### config.mk
export PLATFORM = sky130hd
export DESIGN_NAME = omc_top
export DESIGN_NICKNAME = d
export VERILOG_FILES = /design/src/shared/omc_pkg.sv /design/src/shared/omc_warm_if.sv /design/src/rtl/omc_warmup.sv /design/src/rtl/omc_top.sv
export VERILOG_INCLUDE_DIRS = /design/src /design/src/shared
export SDC_FILE = /design/constraint.sdc
export NUM_CORES = 1
export LEC_CHECK = 0
export BUFFER_PORTS_ARGS = -buffer_cell sky130_fd_sc_hd__buf_4
export CAP_MARGIN = 0
export CORE_ASPECT_RATIO = 0.8
export CORE_MARGIN = 1.5
export CORE_UTILIZATION = 35
export DETAILED_ROUTE_END_ITERATION = 10
export PLACE_DENSITY = 0.54
export SLEW_MARGIN = 0
export SYNTH_ARGS = -nofsm -noshare
export SYNTH_HDL_FRONTEND = slang
export SYNTH_SLANG_ARGS = --single-unit
### constraint.sdc
create_clock -name CLK_IN -period 8 [get_ports CLK_IN]
set_input_delay 1.6 -clock CLK_IN [delete_from_list [all_inputs] [get_ports CLK_IN]]
set_output_delay 1.6 -clock CLK_IN [all_outputs]
set_load 0.02 [all_outputs]
### src/shared/omc_defines.svh
/*
 * Offsets, field positions, reset values and counts of the operating
 * mode controller. Assumes 32-bit AHB-Lite words, byte offsets below.
 */
`ifndef OMC_DEFINES_SVH
`define OMC_DEFINES_SVH

// Register byte offsets
`define OMC_OFS_MODE 8'h00
`define OMC_OFS_CFG 8'h04
`define OMC_OFS_PERI 8'h08
`define OMC_OFS_STAT 8'h0C

// Mode control register fields
`define OMC_BIT_HI_STOP 1
`define OMC_BIT_SLOW_SEL 2
`define OMC_BIT_SLEEP 3
`define OMC_BIT_GREEN 4

// Configuration register fields
`define OMC_BIT_OSC_LO 0
`define OMC_BIT_OSC_HI 1
`define OMC_BIT_RTC 2

// Peripheral enable register fields
`define OMC_BIT_BT_EN 0
`define OMC_BIT_TC_EN 1
`define OMC_BIT_CONV_EN 2
`define OMC_BIT_PWM_LO 3
`define OMC_BIT_PWM_HI 5

// Status register fields
`define OMC_BIT_CPUM_LO 0
`define OMC_BIT_CPUM_HI 1
`define OMC_BIT_SLOW_ACT 2
`define OMC_BIT_CPU_RUN 3
`define OMC_BIT_HI_ON 4
`define OMC_BIT_WARM 5
`define OMC_BIT_WAKE_P0 6
`define OMC_BIT_WAKE_BT 7

// Reset values
`define OMC_RST_HI_STOP 1'h0
`define OMC_RST_SLOW_SEL 1'h0
`define OMC_RST_SLEEP 1'h0
`define OMC_RST_GREEN 1'h0
`define OMC_RST_CFG 3'h0
`define OMC_RST_PERI 6'h00

// CPU operating mode codes
`define OMC_CPUM_NORMAL 2'h0
`define OMC_CPUM_DOWN 2'h1
`define OMC_CPUM_GREEN 2'h2

// Counts in oscillator cycles
`define OMC_WARM_XTAL 12'h800
`define OMC_WARM_RC 12'h020
`define OMC_SLOW_DIV_LAST 2'h3

`endif

### src/shared/omc_pkg.sv
/*
 * Types of the operating mode controller.
 * Assumes omc_defines.svh carries all numbers.
 */
package omc_pkg;
	// Gray codes along normal, slow, green, down, warm-up
	typedef enum logic [2:0] {
		OMC_ST_NORMAL = 3'h0,
		OMC_ST_SLOW = 3'h1,
		OMC_ST_GREEN = 3'h3,
		OMC_ST_DOWN = 3'h2,
		OMC_ST_WARM = 3'h6
	} omc_state_e;

	typedef enum logic [1:0] {
		OMC_OSC_IFAST = 2'h0,
		OMC_OSC_ERC = 2'h1,
		OMC_OSC_XTAL = 2'h2,
		OMC_OSC_RSV = 2'h3
	} omc_osc_e;

	typedef enum logic [1:0] {
		OMC_WU_IDLE = 2'h0,
		OMC_WU_START = 2'h1,
		OMC_WU_COUNT = 2'h3
	} omc_warm_e;
endpackage

### src/shared/omc_warm_if.sv
/*
 * Carrier between the mode controller and its warm-up counter.
 * Assumes both ends run on the same clock.
 */
`timescale 1ns/10ps
interface omc_warm_if;
	logic ce;
	logic start;
	logic crystal;
	logic osc_edge;
	logic osc_stable;
	logic busy;
	logic done;

	modport ctrl (
		output ce, start, crystal, osc_edge, osc_stable,
		input busy, done
	);
	modport warm (
		input ce, start, crystal, osc_edge, osc_stable,
		output busy, done
	);
endinterface

### src/rtl/omc_warmup.sv
/*
 * Warm-up counter: after a start pulse waits for oscillator start-up,
 * then counts high oscillator edges. Assumes edges and start-up flag
 * are already synchronised to clk.
 */
`timescale 1ns/10ps
module omc_warmup
	import omc_pkg::*;
(
	// Clock and reset
	input wire logic clk,
	input wire logic rst_n,
	// Controller side
	omc_warm_if.warm w
);
	`include "omc_defines.svh"

	omc_warm_e state;
	logic [11:0] cnt;
	logic [11:0] target;

	assign target = w.crystal ? `OMC_WARM_XTAL : `OMC_WARM_RC;
	assign w.busy = (state != OMC_WU_IDLE);

	always_ff @(posedge clk or negedge rst_n) begin
		if (!rst_n) begin
			state <= OMC_WU_IDLE;
			cnt <= 12'h000;
			w.done <= 1'b0;
		end else if (w.ce) begin
			w.done <= 1'b0;
			case (state)
				OMC_WU_IDLE: begin
					cnt <= 12'h000;
					if (w.start) begin
						state <= OMC_WU_START;
					end
				end
				// start-up first
				OMC_WU_START: begin
					if (w.osc_stable) begin
						state <= OMC_WU_COUNT;
					end
				end
				// then the cycle count
				OMC_WU_COUNT: begin
					if (w.osc_edge) begin
						if (cnt == target - 12'h001) begin
							state <= OMC_WU_IDLE;
							w.done <= 1'b1;
						end else begin
							cnt <= cnt + 12'h001;
						end
					end
				end
				default: begin
					state <= OMC_WU_IDLE;
				end
			endcase
		end
	end
endmodule

### src/rtl/omc_top.sv
/*
 * Operating mode controller: normal, slow, green and power down modes,
 * oscillator enables, CPU run and peripheral gating, wake-up and
 * oscillator warm-up. Registers over AHB-Lite, zero wait states.
 * Assumes oscillator levels and P0 pins are asynchronous to CLK_IN,
 * basic timer overflow comes from logic on CLK_IN, and CLK_IN itself
 * is an always-on clock that keeps running in power down.
 */
// The implementer's own choices: the AHB-Lite slave port and the register addresses.

// How it works
// Normal: CPU on high clock, both oscillators on, peripherals by enable.
// Any released reset starts the controller in normal mode.
// Slow clock select 1 picks slow mode, 0 picks normal mode.
// Slow mode instruction tick is slow oscillator divided by four.
// Slow mode keeps high oscillator on unless high oscillator stop set.
// Software sets high oscillator stop after entering slow mode.
// Sleep request 1: power down; CPU, timers, PWM, ADC, interrupts off.
// Power down stops every oscillator, slow RC included.
// Power down exits only on P0 change or reset, always to normal.
// Wake from power down clears the sleep request bit.
// Green request 1 enters green mode; bit clears on wake.
// Green halts CPU, keeps clock; timers by enable, ADC off, basic only.
// Green wakes on P0 change or basic timer overflow, to prior mode.
// Green keeps counter timer PWM running; its overflow never wakes.
// High oscillator stop in normal mode acts as power down.
// Crystal wake waits start-up plus 2048 oscillator cycles.
// RC wake waits start-up plus 32 oscillator cycles.
// Green wake resumes with no warm-up delay.
// Software re-enables and warms high oscillator before leaving slow.
// Mode field codes normal 00, power down 01, green 10.
// High oscillator stop hits the configured fast source only.
// P0 change compares synchronised pins with values caught at entry.
`timescale 1ns/10ps
module omc_top
	import omc_pkg::*;
(
	// Clock, reset, enable
	input wire logic CLK_IN,
	input wire logic RST_B_IN,
	input wire logic CE_IN,
	// AHB-Lite slave
	input wire logic HSEL_IN,
	input wire logic [31:0] HADDR_IN,
	input wire logic [1:0] HTRANS_IN,
	input wire logic HWRITE_IN,
	input wire logic [2:0] HSIZE_IN,
	input wire logic [31:0] HWDATA_IN,
	input wire logic HREADY_IN,
	output logic [31:0] HRDATA_OUT,
	output logic HREADYOUT_OUT,
	output logic HRESP_OUT,
	// Oscillator observation
	input wire logic HI_OSC_LVL_IN,
	input wire logic LO_OSC_LVL_IN,
	input wire logic HI_OSC_STABLE_IN,
	// Wake sources
	input wire logic [7:0] P0_IN,
	input wire logic BASIC_TIMER_OVF_IN,
	// Oscillator enables
	output logic EXT_FAST_OSC_EN_OUT,
	output logic INT_FAST_RC_EN_OUT,
	output logic INT_SLOW_RC_EN_OUT,
	// CPU control
	output logic CPU_RUN_OUT,
	output logic CPU_CLK_SLOW_OUT,
	output logic CPU_TICK_OUT,
	// Peripheral gating
	output logic BASIC_TIMER_RUN_OUT,
	output logic TIMER_COUNTER_RUN_OUT,
	output logic [2:0] PWM_RUN_OUT,
	output logic CONVERTER_RUN_OUT,
	output logic [2:0] INT_ALLOW_OUT,
	output logic EXT_INT_ALLOW_OUT
);
	`include "omc_defines.svh"

	logic rst_meta;
	logic rst_n;
	omc_state_e state;
	logic hi_osc_stop;
	logic slow_clock_select;
	logic sleep_request;
	logic green_request;
	logic [2:0] cfg;
	logic [5:0] peri;
	logic [1:0] wake_cause;
	logic [7:0] p0_meta;
	logic [7:0] p0_sync;
	logic [7:0] p0_ref;
	logic [2:0] osc_meta;
	logic [2:0] osc_sync;
	logic hi_prev;
	logic lo_prev;
	logic hi_edge;
	logic lo_edge;
	logic p0_change;
	logic [1:0] slow_div;
	logic wr_pend;
	logic [7:0] wr_addr;
	logic addr_ok;
	logic wr_mode;
	logic wr_cfg;
	logic wr_peri;
	logic enter_down;
	logic enter_green;
	logic wake_down;
	logic wake_green;
	logic hi_on;
	logic [1:0] cpum;
	logic [31:0] rd_mux;
	omc_osc_e osc_type;
	omc_warm_if wu ();

	// released through two flip-flops
	always_ff @(posedge CLK_IN or negedge RST_B_IN) begin
		if (!RST_B_IN) begin
			rst_meta <= 1'b0;
			rst_n <= 1'b0;
		end else begin
			rst_meta <= 1'b1;
			rst_n <= rst_meta;
		end
	end

	// Pin synchronisers; edge detect reads second stage only
	always_ff @(posedge CLK_IN or negedge rst_n) begin
		if (!rst_n) begin
			p0_meta <= 8'h00;
			p0_sync <= 8'h00;
			osc_meta <= 3'h0;
			osc_sync <= 3'h0;
			hi_prev <= 1'b0;
			lo_prev <= 1'b0;
		end else if (CE_IN) begin
			p0_meta <= P0_IN;
			p0_sync <= p0_meta;
			osc_meta <= {HI_OSC_STABLE_IN, LO_OSC_LVL_IN, HI_OSC_LVL_IN};
			osc_sync <= osc_meta;
			hi_prev <= osc_sync[0];
			lo_prev <= osc_sync[1];
		end
	end

	assign hi_edge = osc_sync[0] & ~hi_prev;
	assign lo_edge = osc_sync[1] & ~lo_prev;
	// compare against entry snapshot
	assign p0_change = (p0_sync != p0_ref);
	assign osc_type = omc_osc_e'(cfg[`OMC_BIT_OSC_HI:`OMC_BIT_OSC_LO]);

	// Bus address phase decode
	assign addr_ok = HSEL_IN & HTRANS_IN[1] & HREADY_IN;
	assign wr_mode = wr_pend & (wr_addr == `OMC_OFS_MODE);
	assign wr_cfg = wr_pend & (wr_addr == `OMC_OFS_CFG);
	assign wr_peri = wr_pend & (wr_addr == `OMC_OFS_PERI);
	assign HREADYOUT_OUT = 1'b1;
	assign HRESP_OUT = 1'b0;

	always_ff @(posedge CLK_IN or negedge rst_n) begin
		if (!rst_n) begin
			wr_pend <= 1'b0;
			wr_addr <= 8'h00;
			HRDATA_OUT <= 32'h0000_0000;
		end else if (CE_IN) begin
			wr_pend <= addr_ok & HWRITE_IN;
			wr_addr <= HADDR_IN[7:0];
			if (addr_ok & ~HWRITE_IN) begin
				HRDATA_OUT <= rd_mux;
			end
		end
	end

	// Transition conditions
	// requests act only while executing
	assign enter_down = ((state == OMC_ST_NORMAL) ||
		(state == OMC_ST_SLOW)) && (sleep_request ||
		// normal mode with no high clock
		(state == OMC_ST_NORMAL && hi_osc_stop));
	assign enter_green = ((state == OMC_ST_NORMAL) ||
		(state == OMC_ST_SLOW)) && green_request && !enter_down;
	// only P0 leaves power down
	assign wake_down = (state == OMC_ST_DOWN) && p0_change;
	// counter timer overflow is not a source
	assign wake_green = (state == OMC_ST_GREEN) &&
		(p0_change || BASIC_TIMER_OVF_IN);

	// Mode control bits; a software set wins over a hardware clear
	always_ff @(posedge CLK_IN or negedge rst_n) begin
		if (!rst_n) begin
			hi_osc_stop <= `OMC_RST_HI_STOP;
			slow_clock_select <= `OMC_RST_SLOW_SEL;
			sleep_request <= `OMC_RST_SLEEP;
			green_request <= `OMC_RST_GREEN;
		end else if (CE_IN) begin
			if (wr_mode) begin
				slow_clock_select <= HWDATA_IN[`OMC_BIT_SLOW_SEL];
			end
			// Cleared on power down wake, else it would stop again
			if (wr_mode && HWDATA_IN[`OMC_BIT_HI_STOP]) begin
				hi_osc_stop <= 1'b1;
			end else if (wake_down || wr_mode) begin
				hi_osc_stop <= 1'b0;
			end
			// cleared on power down wake
			if (wr_mode && HWDATA_IN[`OMC_BIT_SLEEP]) begin
				sleep_request <= 1'b1;
			end else if (wake_down || wr_mode) begin
				sleep_request <= 1'b0;
			end
			// cleared on green wake; reserved 11 keeps sleep only
			if (wr_mode && HWDATA_IN[`OMC_BIT_GREEN] &&
				!HWDATA_IN[`OMC_BIT_SLEEP]) begin
				green_request <= 1'b1;
			end else if (wake_green || wr_mode) begin
				green_request <= 1'b0;
			end
		end
	end

	always_ff @(posedge CLK_IN or negedge rst_n) begin
		if (!rst_n) begin
			cfg <= `OMC_RST_CFG;
			peri <= `OMC_RST_PERI;
		end else if (CE_IN) begin
			if (wr_cfg) begin
				cfg <= HWDATA_IN[`OMC_BIT_RTC:`OMC_BIT_OSC_LO];
			end
			if (wr_peri) begin
				peri <= HWDATA_IN[`OMC_BIT_PWM_HI:`OMC_BIT_BT_EN];
			end
		end
	end

	// Mode state machine
	always_ff @(posedge CLK_IN or negedge rst_n) begin
		if (!rst_n) begin
			// normal after reset
			state <= OMC_ST_NORMAL;
		end else if (CE_IN) begin
			case (state)
				OMC_ST_NORMAL: begin
					if (enter_down) begin
						state <= OMC_ST_DOWN;
					end else if (enter_green) begin
						state <= OMC_ST_GREEN;
					// select bit picks slow
					end else if (slow_clock_select) begin
						state <= OMC_ST_SLOW;
					end
				end
				OMC_ST_SLOW: begin
					if (enter_down) begin
						state <= OMC_ST_DOWN;
					end else if (enter_green) begin
						state <= OMC_ST_GREEN;
					// cleared bit returns to normal
					end else if (!slow_clock_select) begin
						state <= OMC_ST_NORMAL;
					end
				end
				OMC_ST_GREEN: begin
					// prior mode, no warm-up
					if (wake_green) begin
						state <= slow_clock_select ? OMC_ST_SLOW
							: OMC_ST_NORMAL;
					end
				end
				OMC_ST_DOWN: begin
					// always towards normal
					if (wake_down) begin
						state <= OMC_ST_WARM;
					end
				end
				OMC_ST_WARM: begin
					// resume after warm-up
					if (wu.done) begin
						state <= OMC_ST_NORMAL;
					end
				end
				default: begin
					state <= OMC_ST_NORMAL;
				end
			endcase
		end
	end

	// snapshot taken on the entry cycle
	always_ff @(posedge CLK_IN or negedge rst_n) begin
		if (!rst_n) begin
			p0_ref <= 8'h00;
			wake_cause <= 2'h0;
		end else if (CE_IN) begin
			if (enter_down || enter_green) begin
				p0_ref <= p0_sync;
			end else if (state != OMC_ST_DOWN &&
				state != OMC_ST_GREEN) begin
				p0_ref <= p0_sync;
			end
			if (wake_down || wake_green) begin
				wake_cause <= {BASIC_TIMER_OVF_IN & ~p0_change, p0_change};
			end
		end
	end

	// Warm-up counter
	assign wu.ce = CE_IN;
	assign wu.start = wake_down;
	assign wu.crystal = (osc_type == OMC_OSC_XTAL);
	assign wu.osc_edge = hi_edge;
	assign wu.osc_stable = osc_sync[2];

	omc_warmup u_warm (
		.clk(CLK_IN),
		.rst_n(rst_n),
		.w(wu.warm)
	);

	// fast source on unless stopped or powered down; RTC keeps it on in green
	always_comb begin
		case (state)
			OMC_ST_NORMAL: hi_on = !hi_osc_stop;
			OMC_ST_SLOW: hi_on = !hi_osc_stop;
			// Real-time clock option keeps the source in green
			OMC_ST_GREEN: hi_on = !hi_osc_stop || cfg[`OMC_BIT_RTC];
			OMC_ST_WARM: hi_on = 1'b1;
			default: hi_on = 1'b0;
		endcase
	end

	// mode field codes
	always_comb begin
		case (state)
			OMC_ST_GREEN: cpum = `OMC_CPUM_GREEN;
			OMC_ST_DOWN: cpum = `OMC_CPUM_DOWN;
			OMC_ST_WARM: cpum = `OMC_CPUM_DOWN;
			default: cpum = `OMC_CPUM_NORMAL;
		endcase
	end

	always_comb begin
		rd_mux = 32'h0000_0000;
		case (HADDR_IN[7:0])
			`OMC_OFS_MODE: begin
				rd_mux[`OMC_BIT_HI_STOP] = hi_osc_stop;
				rd_mux[`OMC_BIT_SLOW_SEL] = slow_clock_select;
				rd_mux[`OMC_BIT_SLEEP] = sleep_request;
				rd_mux[`OMC_BIT_GREEN] = green_request;
			end
			`OMC_OFS_CFG: rd_mux[`OMC_BIT_RTC:`OMC_BIT_OSC_LO] = cfg;
			`OMC_OFS_PERI: rd_mux[`OMC_BIT_PWM_HI:`OMC_BIT_BT_EN] = peri;
			`OMC_OFS_STAT: begin
				rd_mux[`OMC_BIT_CPUM_HI:`OMC_BIT_CPUM_LO] = cpum;
				rd_mux[`OMC_BIT_SLOW_ACT] = (state == OMC_ST_SLOW);
				rd_mux[`OMC_BIT_CPU_RUN] = CPU_RUN_OUT;
				rd_mux[`OMC_BIT_HI_ON] = hi_on;
				rd_mux[`OMC_BIT_WARM] = wu.busy;
				rd_mux[`OMC_BIT_WAKE_BT:`OMC_BIT_WAKE_P0] = wake_cause;
			end
			default: rd_mux = 32'h0000_0000;
		endcase
	end

	// Registered control outputs
	always_ff @(posedge CLK_IN or negedge rst_n) begin
		if (!rst_n) begin
			EXT_FAST_OSC_EN_OUT <= 1'b0;
			INT_FAST_RC_EN_OUT <= 1'b1;
			INT_SLOW_RC_EN_OUT <= 1'b1;
			CPU_RUN_OUT <= 1'b0;
			CPU_CLK_SLOW_OUT <= 1'b0;
			BASIC_TIMER_RUN_OUT <= 1'b0;
			TIMER_COUNTER_RUN_OUT <= 1'b0;
			PWM_RUN_OUT <= 3'h0;
			CONVERTER_RUN_OUT <= 1'b0;
			INT_ALLOW_OUT <= 3'h0;
			EXT_INT_ALLOW_OUT <= 1'b0;
		end else if (CE_IN) begin
			// stop acts on the configured fast source only
			EXT_FAST_OSC_EN_OUT <= hi_on && (osc_type != OMC_OSC_IFAST);
			INT_FAST_RC_EN_OUT <= hi_on && (osc_type == OMC_OSC_IFAST);
			// slow RC stops only in power down
			INT_SLOW_RC_EN_OUT <= (state != OMC_ST_DOWN);
			// no execution in green or power down
			CPU_RUN_OUT <= (state == OMC_ST_NORMAL) ||
				(state == OMC_ST_SLOW);
			CPU_CLK_SLOW_OUT <= (state == OMC_ST_SLOW) ||
				(state == OMC_ST_GREEN && slow_clock_select);
			// timers and PWM by enable, off in power down
			BASIC_TIMER_RUN_OUT <= peri[`OMC_BIT_BT_EN] &&
				(cpum != `OMC_CPUM_DOWN);
			TIMER_COUNTER_RUN_OUT <= peri[`OMC_BIT_TC_EN] &&
				(cpum != `OMC_CPUM_DOWN);
			PWM_RUN_OUT <= (cpum != `OMC_CPUM_DOWN) ?
				peri[`OMC_BIT_PWM_HI:`OMC_BIT_PWM_LO] : 3'h0;
			// converter only while executing
			CONVERTER_RUN_OUT <= peri[`OMC_BIT_CONV_EN] &&
				(cpum == `OMC_CPUM_NORMAL) && (state != OMC_ST_WARM);
			// green leaves the basic timer interrupt only
			case (state)
				OMC_ST_NORMAL: INT_ALLOW_OUT <= 3'h7;
				OMC_ST_SLOW: INT_ALLOW_OUT <= 3'h7;
				OMC_ST_GREEN: INT_ALLOW_OUT <= 3'h1;
				default: INT_ALLOW_OUT <= 3'h0;
			endcase
			EXT_INT_ALLOW_OUT <= (state == OMC_ST_NORMAL) ||
				(state == OMC_ST_SLOW) || (state == OMC_ST_GREEN);
		end
	end

	// Instruction tick: one high edge in normal, four slow edges in slow
	always_ff @(posedge CLK_IN or negedge rst_n) begin
		if (!rst_n) begin
			slow_div <= 2'h0;
			CPU_TICK_OUT <= 1'b0;
		end else if (CE_IN) begin
			CPU_TICK_OUT <= 1'b0;
			if (state == OMC_ST_NORMAL) begin
				slow_div <= 2'h0;
				// high oscillator drives the CPU
				CPU_TICK_OUT <= hi_edge;
			end else if (state == OMC_ST_SLOW) begin
				// fixed divide by four
				if (lo_edge) begin
					if (slow_div == `OMC_SLOW_DIV_LAST) begin
						slow_div <= 2'h0;
						CPU_TICK_OUT <= 1'b1;
					end else begin
						slow_div <= slow_div + 2'h1;
					end
				end
			end else begin
				slow_div <= 2'h0;
			end
		end
	end
endmodule

# After elaboration in Yosys (flattened, before gate mapping)
# Index checks and enable logic that the tools add are counted.
# totals
out_inout_bits,50
inputBits,87
ff_bits,102
# classes
addsub,3
n_mux,47
bitwise_logic,14
eq_ne,30
n_reduce_logical,59
# op_table
operator,count
$mux W12,3
$mux W3,10
$eq A8 B4 Y1 const B,3
$pmux W12 S2,1
$reduce_and A2 Y1,10
$logic_and A1 B1 Y1,18
$mux W2,9
$eq A8 B3 Y1 const B,2
$logic_not A8 Y1,2
$mux W8,2
$pmux W3 S5,1
$reduce_bool A2 Y1,7
$mux W1,13
$add A12 B1 Y12 const B,1
$eq A12 B12 Y1,1
$ne A2 B2 Y1 const B,6
$pmux W2 S3,2
$sub A12 B1 Y12 const B,1
$and A1 B1 Y1,10
$logic_or A1 B1 Y1,10
$ne A3 B2 Y1 const B,3
$ne A4 B4 Y1 const B,2
$ne A8 B8 Y1,1
$pmux W2 S4,1
other kinds (20),34

# Logic depth before layout (Yosys ltp)
# Gate-level depths: netlist of the first run.
# logic_depth
depth_word,9
ltp_mapped,7
mapped_depth_nobuf,6

# Cells and area by module
# A second synthesis of the first run with hierarchy kept.
# hier_totals
cells_unflattened,440
hier_area_um2,4868.4
# modules_own_cells
module,instances,area_each_um2,cells_per_inst
omc_top,1,3981.3,342
omc_warmup,1,887.1,98

# Worst setup path before layout of the first run
# OpenSTA, ideal clock, no wires.
# synth_path
path_kind,input to register
startpoint,in CE_IN
endpoint,reg slow_clock_select
path_stages,5
path_buffers,1
slack_ns,5.069
t_required_ns,7.875
arrival_time_ns,2.807
setup_ns,0.125
cell_sequence,buf_2 -> nor4b_1 -> nand2_1 -> nor3_2 -> mux2_2
# synth_via
elab_chain_cells,1
# synth_rtl
element,line_no,text
from (decl),omc_top.sv:41,"input wire logic CE_IN,"
$reduce_and A2 Y1 (no line),-,
to (signal assigned),omc_top.sv:191,slow_clock_select <= `OMC_RST_SLOW_SEL;
to (signal assigned),omc_top.sv:196,slow_clock_select <= HWDATA_IN[`OMC_BIT_SLOW_SEL];
to (decl),omc_top.sv:82,logic slow_clock_select;
# Every way passes these cells.
# A chain may end at the register's enable or synchronous reset.

# Final worst setup path of the first run
# Same ends and word-level chain as after synthesis.

==> results of run 1 <==
## worst min path at each step
| stage | start | to | cells after the start |
|---|---|---|---|
| after floorplan | rst_meta | rst_n | 0 |
| after global placement | rst_n | p0_meta[0] | 0 |
| after detailed placement | rst_n | p0_meta[0] | 0 |
| after CTS | rst_n | p0_ref[7] | 0 |
| after global routing | rst_n | p0_meta[0] | 0 |
| final | rst_n | p0_meta[0] | 0 |
## power by group
| group | internal, mW | switching (mW) |
|---|---|---|
| clock | 0.259 | 0.183 |
| sequential | 0.597 | 0.103 |
| combinational | 0.182 | 0.224 |
## critical path, stage by stage
cell and delay (ns):
buf_4 0.59, nor4b_1 0.62, nand2_1 0.17, nor3_2 0.39, mux2_2 0.38
## cell type report
cell class,count,area (um2)
Fill cell,1321,7910
Sequential cell,100,2510
Multi-Input combinational cell,288,2040
Timing Repair Buffer,57,428
Clock buffer,12,256
Tap cell,180,225
Inverter,24,90.1
Clock inverter,4,47.5
## routing by layer
layer  wire length (um)  vias up
met1               4900     1597
li1                   -     1601
met3                420       10
met5                  0        -
met2               4320       88
met4                151        0
## cell usage in the layout (no fill, tap or decap), types with 6 or more instances in the layout
cell type / instances
dfrtp_1: 97
o211ai_1: 8
o21ai_0: 22
and3_1: 7
nor3_1: 6
inv_1: 24
xnor2_1: 8
a21oi_1: 10
nor2_1: 16
buf_4: 57
mux2_2: 53
nand2_1: 29
nand3_1: 17
clkbuf_16: 9
nor2b_1: 6
a22o_1: 6
conb_1: 27
## kinds of logic (layout without fill, tap and decap cells)
family / after synthesis / in the layout
XOR/XNOR: 8 / 8
buffers and inverters: 68 / 97
adder cells (fa/ha/maj): 2 / 2
other: 2 / 27
multiplexers: 58 / 58
AND/OR/NAND/NOR: 115 / 115
AO/OA/AOI/OAI: 78 / 78
flip-flops: 100 / 100
## state kept, by name, indices dropped and copies added (netlist names), 2 cells and up
| signal | flops |
|---|---|
| state | 3 |
| u_warm.cnt | 12 |
| PWM_RUN_OUT | 3 |
| p0_ref | 8 |
| wake_cause | 2 |
| peri | 6 |
| slow_div | 2 |
| u_warm.state | 2 |
| cfg | 3 |
| HRDATA_OUT | 8 |
| p0_sync | 8 |
| osc_meta | 3 |
| p0_meta | 8 |
| wr_addr | 8 |
| osc_sync | 3 |
## stage by stage
stage | power [mW] | hold slack [ns] | worst slack, ns
6_report | 1.55 | 0.303 | 4.45
5_1_grt | 1.64 | 0.360 | 4.22
4_1_cts | 1.56 | 0.324 | 4.45
3_5_place_dp | 1.12 | 0.323 | 4.08
2_1_floorplan | 1.00 | 0.331 | 5.01
3_3_place_gp | 1.10 | 0.322 | 4.11
==> flow_summary_export.csv, run 1 <==
group,metric,value,unit
critical_path,end_kind,"register",
synthesis,synth_simple_gate_area_share,13.0,%
grt,antenna_found_initial,0,
grt,grt_use_total,14.4,%
finish,fin_cells,665,
finish,fin_area,5590,um2
synthesis,synth.area.top_cells,"dfrtp_1, mux2_2, buf_4, o21ai_0, nand2_1",
detailed_routing,drcViolationCount,0,
cts,cts_root_buf,"clkbuf_16",
die,die-area,14500,um2
cts,clk_latency,0.34,ns
power_and_ir_drop,ir_drop,124,uV
synthesis,syn_area,4830,um2
synthesis,synth_top_area_share,50.7,%
placement,dp_hpwl,6960,um
cts,cts_buffers,9,
sta,maxSlewHeadroom,48.7,%
sta,fin_tns_setup,0,ns
grt,grt_max_degree,74,
synthesis,syn_avg_cell_area,11.2,um2
critical_path,critPathRequiredTime,8.23,ns
grt,grt_pass1_wl,16200,um
synthesis,synthXorXnorAreaFrac,1.45,%
die,die_width,134,um
min_path,hold_path_class,"register to asynchronous set/reset pin",
placement,place.gp.congestion,0.810,
grt,grt_pass1_vias,3157,
synthesis,synth_common_cells,"dfrtp_1, mux2_2, nand2_1",
sta,finalCritPeriodShare,44.4,%
synthesis,syn_inst,431,
critical_path,endpoint,"slow_clock_select",
sta,tightest_slew,0.769,ns
die,core,13500,um2
detailed_routing,num_vias,3296,
critical_path,rr_startpoint,"u_warm.state[0]",
finish,final_layout_size_suffix_gt1_share,30.5,%
cts,h-tree-depth,3,
cts,clkSlewWorstSetupHoldPaths,0.06,ns
sta,timing.fmax,0.281,GHz
grt,globalRouteMet3Util,3.38,%
run_status,status,"complete, no violations",
critical_path,reg2reg_depth,5,
sta,slew_violations,0,
synthesis,yosysMostFrequentCell,"dfrtp_1",
grt,grt_overflow,0,
die,start_util,35.8,%
synthesis,synth_warnings,0,
synthesis,synth_seq_area_share,51.8,%
grt,use_met2,21.6,%
placement,dp_cells,649,
detailed_routing,route.antenna.remaining_nets,0,
grt,use_met1,20.3,%
cts,cts_resized,0,
run,maxCapViolCount,0,
finish,area_growth,15.7,%
sta,timing_hold_violations_final,0,
placement,io_buffers,56,
detailed_routing,wire_per_inst,14.7,um
grt,top_usage_layer,"met2",
synthesis,synthArstFlopShare,100,%
cts,cts_hold_buf,0,
finish,utilization,41.4,%
synthesis,synth_top_family_by_area,"multiplexers",
finish,antennaDiodeCount,0,
die,ios,137,
detailed_routing,via_per_inst,4.96,
cts,post_cts_buffers,0,
die,die_h,108,um
sta,final.min_clock_period,3.55,ns
sta,rsz0062_at_grt,"no",
detailed_routing,routed_wl,9790,um
critical_path,cp.arrival,3.78,ns
power_and_ir_drop,leakage,2.48,nW
power_and_ir_drop,p_per_area,277,nW/um2
cts,clockBufferDepth,2,
synthesis,synth_ff_type,"dfrtp_1",
critical_path,path_max_fanout,73,
synthesis,synth_edf_count,0,
synthesis,synth_top_cell_by_area,"dfrtp_1",
critical_path,worstSetupStartpointType,"input port",
synthesis,ys_types,64,
cts,cts_tree,"built",
detailed_routing,firstDrtPassIters,4,
sta,finalSetupViolCount,0,
synthesis,synth_fa_ha_area_share,0.518,%
critical_path,crit_path_start,"CE_IN",
placement,postPlaceCellArea,5290,um2
finish,final_net_count,569,
sta,final.setup_skew,0.00988,ns
synthesis,synthMuxAreaShare,13.9,%
critical_path,rr_endpoint,"u_warm.cnt[8]",
synthesis,synth-compound-area-share,11.2,%
die,rows,38,
synthesis,ys_ff_latch,100,
cts,cts.sinks,100,
critical_path,ff2ff_setup_slack,5.87,ns
critical_path,crit_type,"input port to register",
detailed_routing,initialDrtViolationCount,193,
Note: power is estimated with default switching activity, not from simulation.
==> run 2: changes to the inputs <==
- PLACE_DENSITY: 0.54 -> 0.57
- clock period: 8 -> 3.1 ns (I/O delays scaled with it)
==> flow_summary_export.csv, run 2 (synthesis results as in run 1) <==
group,metric,value,unit
run_status,status,"complete, no violations",
sta,tightest_slew,0.676,ns
grt,grt_use_total,14.1,%
cts,cts_tree,"built",
finish,antennaDiodeCount,0,
power_and_ir_drop,p_per_area,706,nW/um2
placement,dp_slack,0.581,ns
sta,slew_violations,0,
detailed_routing,firstDrtPassIters,4,
power_and_ir_drop,totalPowerFinal,3.97,mW
sta,rsz0062_at_grt,"no",
detailed_routing,route.antenna.remaining_nets,0,
critical_path,slowest_stage,"nor4b_1",
detailed_routing,routed_wl,9700,um
finish,final_net_count,572,
die,die_h,108,um
placement,dp_cells,652,
cts,cts_hold_buf,0,
critical_path,rr_endpoint,"u_warm.cnt[8]",
die,rows,38,
cts,cts.sinks,100,
sta,finalSetupViolCount,0,
critical_path,path_max_fanout,18,
critical_path,cp_top_family,"simple AND/OR/NAND/NOR gates",
grt,grt_max_degree,51,
die,start_util,35.8,%
cts,h-tree-depth,3,
finish,utilization,41.6,%
sta,worst_slack,0.936,ns
cts,post_cts_buffers,0,
grt,grt_overflow,0,
detailed_routing,initialDrtViolationCount,94,
sta,fin_tns_setup,0,ns
cts,clockBufferDepth,2,
cts,cts_buffers,9,
finish,mostFrequentLayoutCell,"dfrtp_1",
detailed_routing,num_vias,3322,
placement,io_buffers,56,
cts,clk_latency,0.35,ns
power_and_ir_drop,ir_drop,322,uV
critical_path,crit_path_start,"CE_IN",
grt,antenna_found_initial,0,
critical_path,max_stage_delay,0.59,ns
finish,final_cell_mix,"dfrtp_1, buf_4, mux2_2, nand2_1, conb_1",
critical_path,ff2ff_setup_slack,1.00,ns
critical_path,endpoint,"slow_clock_select",
sta,maxSlewHeadroom,54.3,%
sta,timing.fmax,0.462,GHz
grt,grt_pass1_wl,16000,um
detailed_routing,wire_per_inst,14.5,um
placement,dp_hpwl,7080,um
die,die_width,134,um
critical_path,reg2reg_depth,5,
sta,final.setup_skew,0.00637,ns
sta,final.min_clock_period,2.16,ns
finish,area_growth,16.2,%
finish,multiInputGateArea,2040,um2
grt,grt_pass1_vias,3183,
critical_path,critPathRequiredTime,3.33,ns
detailed_routing,via_per_inst,4.97,
cts,cts_resized,0,
critical_path,crit_buf_inv,1,
finish,seq_area,2510,um2
finish,largest-register,"u_warm.cnt",
critical_path,cp_cell_sequence,"buf_4, nor4b_1, nand2_1, nor3_2, mux2_2",
cts,cts_root_buf,"clkbuf_16",
run,maxCapViolCount,0,
min_path,hold_path_class,"input port to asynchronous set/reset pin",
finish,fillerInstances,1329,
power_and_ir_drop,leakage,2.49,nW
critical_path,worstSetupStartpointType,"input port",
detailed_routing,drcViolationCount,0,
critical_path,crit_type,"input port to register",
finish,fin_cells,668,
placement,place.gp.congestion,0.828,
critical_path,rr_startpoint,"u_warm.state[0]",
critical_path,end_kind,"register",
sta,finalCritPeriodShare,69.8,%
critical_path,cp.depth,5,
sta,timing_hold_violations_final,0,
critical_path,cp.arrival,2.39,ns
finish,largest_reg_flops,12,
die,core,13500,um2
finish,final_layout_size_suffix_gt1_share,30.9,%
die,die-area,14500,um2
die,ios,137,
cts,clkSlewWorstSetupHoldPaths,0.07,ns
[run 2: cell types whose count changed in the layout (fill, tap and decap cells not counted)]
cell,previous run,this run
buf_4,57,59
clkbuf_8,2,0
buf_12,0,1
clkinvlp_4,1,2
inv_6,0,1
[run 2: worst min-delay path by stage]
stage                  start  endpoint  slack (ns)  cells after the start
global route        RST_B_IN     rst_n        0.02                      1
CTS                 RST_B_IN     rst_n        0.03                      1
floorplan           RST_B_IN  rst_meta        0.32                      0
global placement    rst_meta     rst_n        0.34                      0
detailed placement  rst_meta     rst_n        0.34                      0
finish              RST_B_IN     rst_n        0.04                      1
[run 2: stage by stage]
stage | hold WS, ns | cell area [um2]
floorplan | 0.324 | 4930
global placement | 0.341 | 5330
detailed placement | 0.336 | 5330
CTS | 0.0289 | 5620
global route | 0.0245 | 5620
finish | 0.0413 | 5620
[run 2: final cells by class]
class | instances | area share, %
Clock inverter | 6 | 1.14
Timing Repair Buffer | 60 | 8.24
Clock buffer | 10 | 4.08
Tap cell | 180 | 4.01
Inverter | 24 | 1.60
Sequential cell | 100 | 44.7
Multi-Input combinational cell | 288 | 36.3
[run 2: metal layers]
metal	up-vias	wire length [um]	global-route usage (%)
met5	-	0	0
met4	0	148	4.61
met3	14	520	3.89
met2	90	4180	21.1
met1	1620	4850	19.8
li1	1598	-	-
[run 2: power breakdown]
group	switching [mW]	internal [mW]	leakage, nW
sequential	0.271	1.54	1.25
combinational	0.566	0.475	1.11
clock	0.488	0.626	0.139
==> run 3: changes to the inputs <==
- PLACE_DENSITY: 0.57 -> 0.54
- clock period: 3.1 -> 2.1 ns (I/O delays scaled with it)
==> flow_summary_export.csv, run 3 (synthesis results as in run 1) <==
group,metric,value,unit
detailed_routing,firstDrtPassIters,4,
detailed_routing,route.antenna.remaining_nets,0,
critical_path,crit_buf_inv,0,
critical_path,end_kind,"register",
run,maxCapViolCount,0,
cts,cts_root_buf,"clkbuf_16",
cts,clockBufferDepth,2,
power_and_ir_drop,p_per_area,1050,nW/um2
detailed_routing,top_layer,"met4",
finish,largest_reg_flops,12,
sta,fin_tns_setup,0,ns
power_and_ir_drop,leakage,2.55,nW
cts,clkSlewWorstSetupHoldPaths,0.07,ns
grt,grt_pass1_vias,3194,
critical_path,critPathRequiredTime,2.33,ns
detailed_routing,initialDrtViolationCount,144,
grt,grt_use_total,14.7,%
grt,antenna_found_initial,0,
detailed_routing,wl_met2,4530,um
die,core,13500,um2
die,rows,38,
detailed_routing,drcViolationCount,0,
power_and_ir_drop,seqPwrFrac,43.8,%
cts,cts.sinks,100,
detailed_routing,via_per_inst,4.98,
die,die-area,14500,um2
sta,finalSetupViolCount,0,
placement,postPlaceCellArea,5410,um2
cts,cts_buffers,9,
power_and_ir_drop,p_int,4.03,mW
die,die_width,134,um
finish,area_growth,18.6,%
critical_path,path_max_fanout,15,
critical_path,max_stage_delay,0.49,ns
cts,h-tree-depth,3,
critical_path,cp_top_family,"compound AO/OA/AOI/OAI gates",
finish,mostFrequentLayoutCell,"dfrtp_1",
grt,grt_pass1_wl,16700,um
critical_path,crit_type,"register to register",
placement,place.gp.congestion,0.855,
finish,largest-register,"u_warm.cnt",
sta,slew_violations,0,
sta,final.setup_skew,0.00627,ns
power_and_ir_drop,pwr-share-comb,27.9,%
grt,grt_max_degree,47,
finish,fin_area,5730,um2
power_and_ir_drop,clock_power_share,28.3,%
die,ios,137,
cts,cts_tree,"built",
die,die_h,108,um
detailed_routing,routed_wl,10100,um
die,start_util,35.8,%
critical_path,slowest_stage,"a221o_2",
cts,clk_latency,0.34,ns
power_and_ir_drop,switchingPower,1.98,mW
sta,timing_hold_violations_final,0,
detailed_routing,m1WireLength,4910,um
detailed_routing,num_vias,3386,
finish,antennaDiodeCount,0,
sta,finalCritPeriodShare,97.3,%
power_and_ir_drop,swShare,33.0,%
grt,grt_overflow,0,
critical_path,cp.arrival,2.27,ns
cts,post_cts_buffers,0,
finish,final_net_count,584,
finish,final_cell_mix,"dfrtp_1, buf_4, mux2_2, nand2_1, conb_1",
min_path,hold_path_class,"register to asynchronous set/reset pin",
run_status,status,"complete, no violations",
sta,timing.fmax,0.490,GHz
sta,final.min_clock_period,2.04,ns
critical_path,worstSetupStartpointType,"register",
critical_path,cp_cell_sequence,"ha_1, and4_2, or2b_2, a21oi_4, a221o_2, a211o_1",
sta,rsz0062_at_grt,"no",
finish,final_layout_size_suffix_gt1_share,32.6,%
detailed_routing,met3RoutedLength,574,um
power_and_ir_drop,ir_drop,482,uV
placement,dp_hpwl,7420,um
detailed_routing,wire_per_inst,14.9,um
placement,io_buffers,56,
-- run 3: changes by cell type in the layout (fill, tap and decap cells not counted), sizes merged --
| cell | before | now |
|---|---|---|
| buf | 60 | 71 |
| clkinv | 2 | 0 |
| clkinvlp | 2 | 4 |
| clkbuf | 10 | 11 |
| dlygate4sd3 | 0 | 1 |
| inv | 25 | 24 |
-- run 3: repair_timing --
action,4_1_cts,5_1_grt
hold endpoints to repair,2,0
resized for setup,0,1
setup endpoints to repair,0,1
hold buffers,1,0
-- run 3: final timing paths --
path	from	endpoint	slack, ns	cells after the start
min	rst_n	p0_meta[1]	0.28	0
min reg2reg	rst_n	p0_meta[1]	0.28	0
min in group CLK_IN	P0_IN[1]	p0_meta[1]	0.31	2
max	u_warm.cnt[0]	u_warm.cnt[10]	0.06	6
max in group asynchronous	rst_n	wr_addr[0]	1.14	1
max reg2reg	u_warm.cnt[0]	u_warm.cnt[10]	0.06	6
-- run 3: metrics by stage --
stage                     power (mW)  util (%)  hold slack, ns  cells  setup WS, ns
after floorplan                 3.83         -           0.124    456         0.198
after global placement          4.29      40.0           0.203    663        0.0919
after detailed placement        4.34      40.0           0.204    663        0.0679
after CTS                       6.07      42.4           0.296    680        0.0649
after global routing            6.40      42.4           0.305    680       0.00654
final                           6.01      42.4           0.282    680        0.0571
-- run 3: final cells by class --
class | instances | area [um2]
fillers | 1311 | 7770
flip-flops and latches | 100 | 2510
multi-input cells | 288 | 2040
repair buffers | 72 | 556
clock buffers | 11 | 253
well taps | 180 | 225
inverters | 24 | 90.1
clock inverters | 5 | 60.1
-- run 3: routing by layer --
| metal | vias to the layer above | track usage (%) |
|---|---|---|
| met2 | 105 | 21.8 |
| met1 | 1660 | 21.7 |
| met5 | - | 0 |
| li1 | 1612 | - |
| met3 | 9 | 3.38 |
| met4 | 0 | 3.76 |
-- run 3: power by group through the flow --
stage | Clock, mW | Sequential, mW | Combinational [mW]
floorplan | 0 | 2.62 | 1.21
global placement | 0 | 2.65 | 1.64
detailed placement | 0 | 2.67 | 1.67
CTS | 1.76 | 2.63 | 1.68
global route | 1.85 | 2.70 | 1.86
finish | 1.70 | 2.63 | 1.68
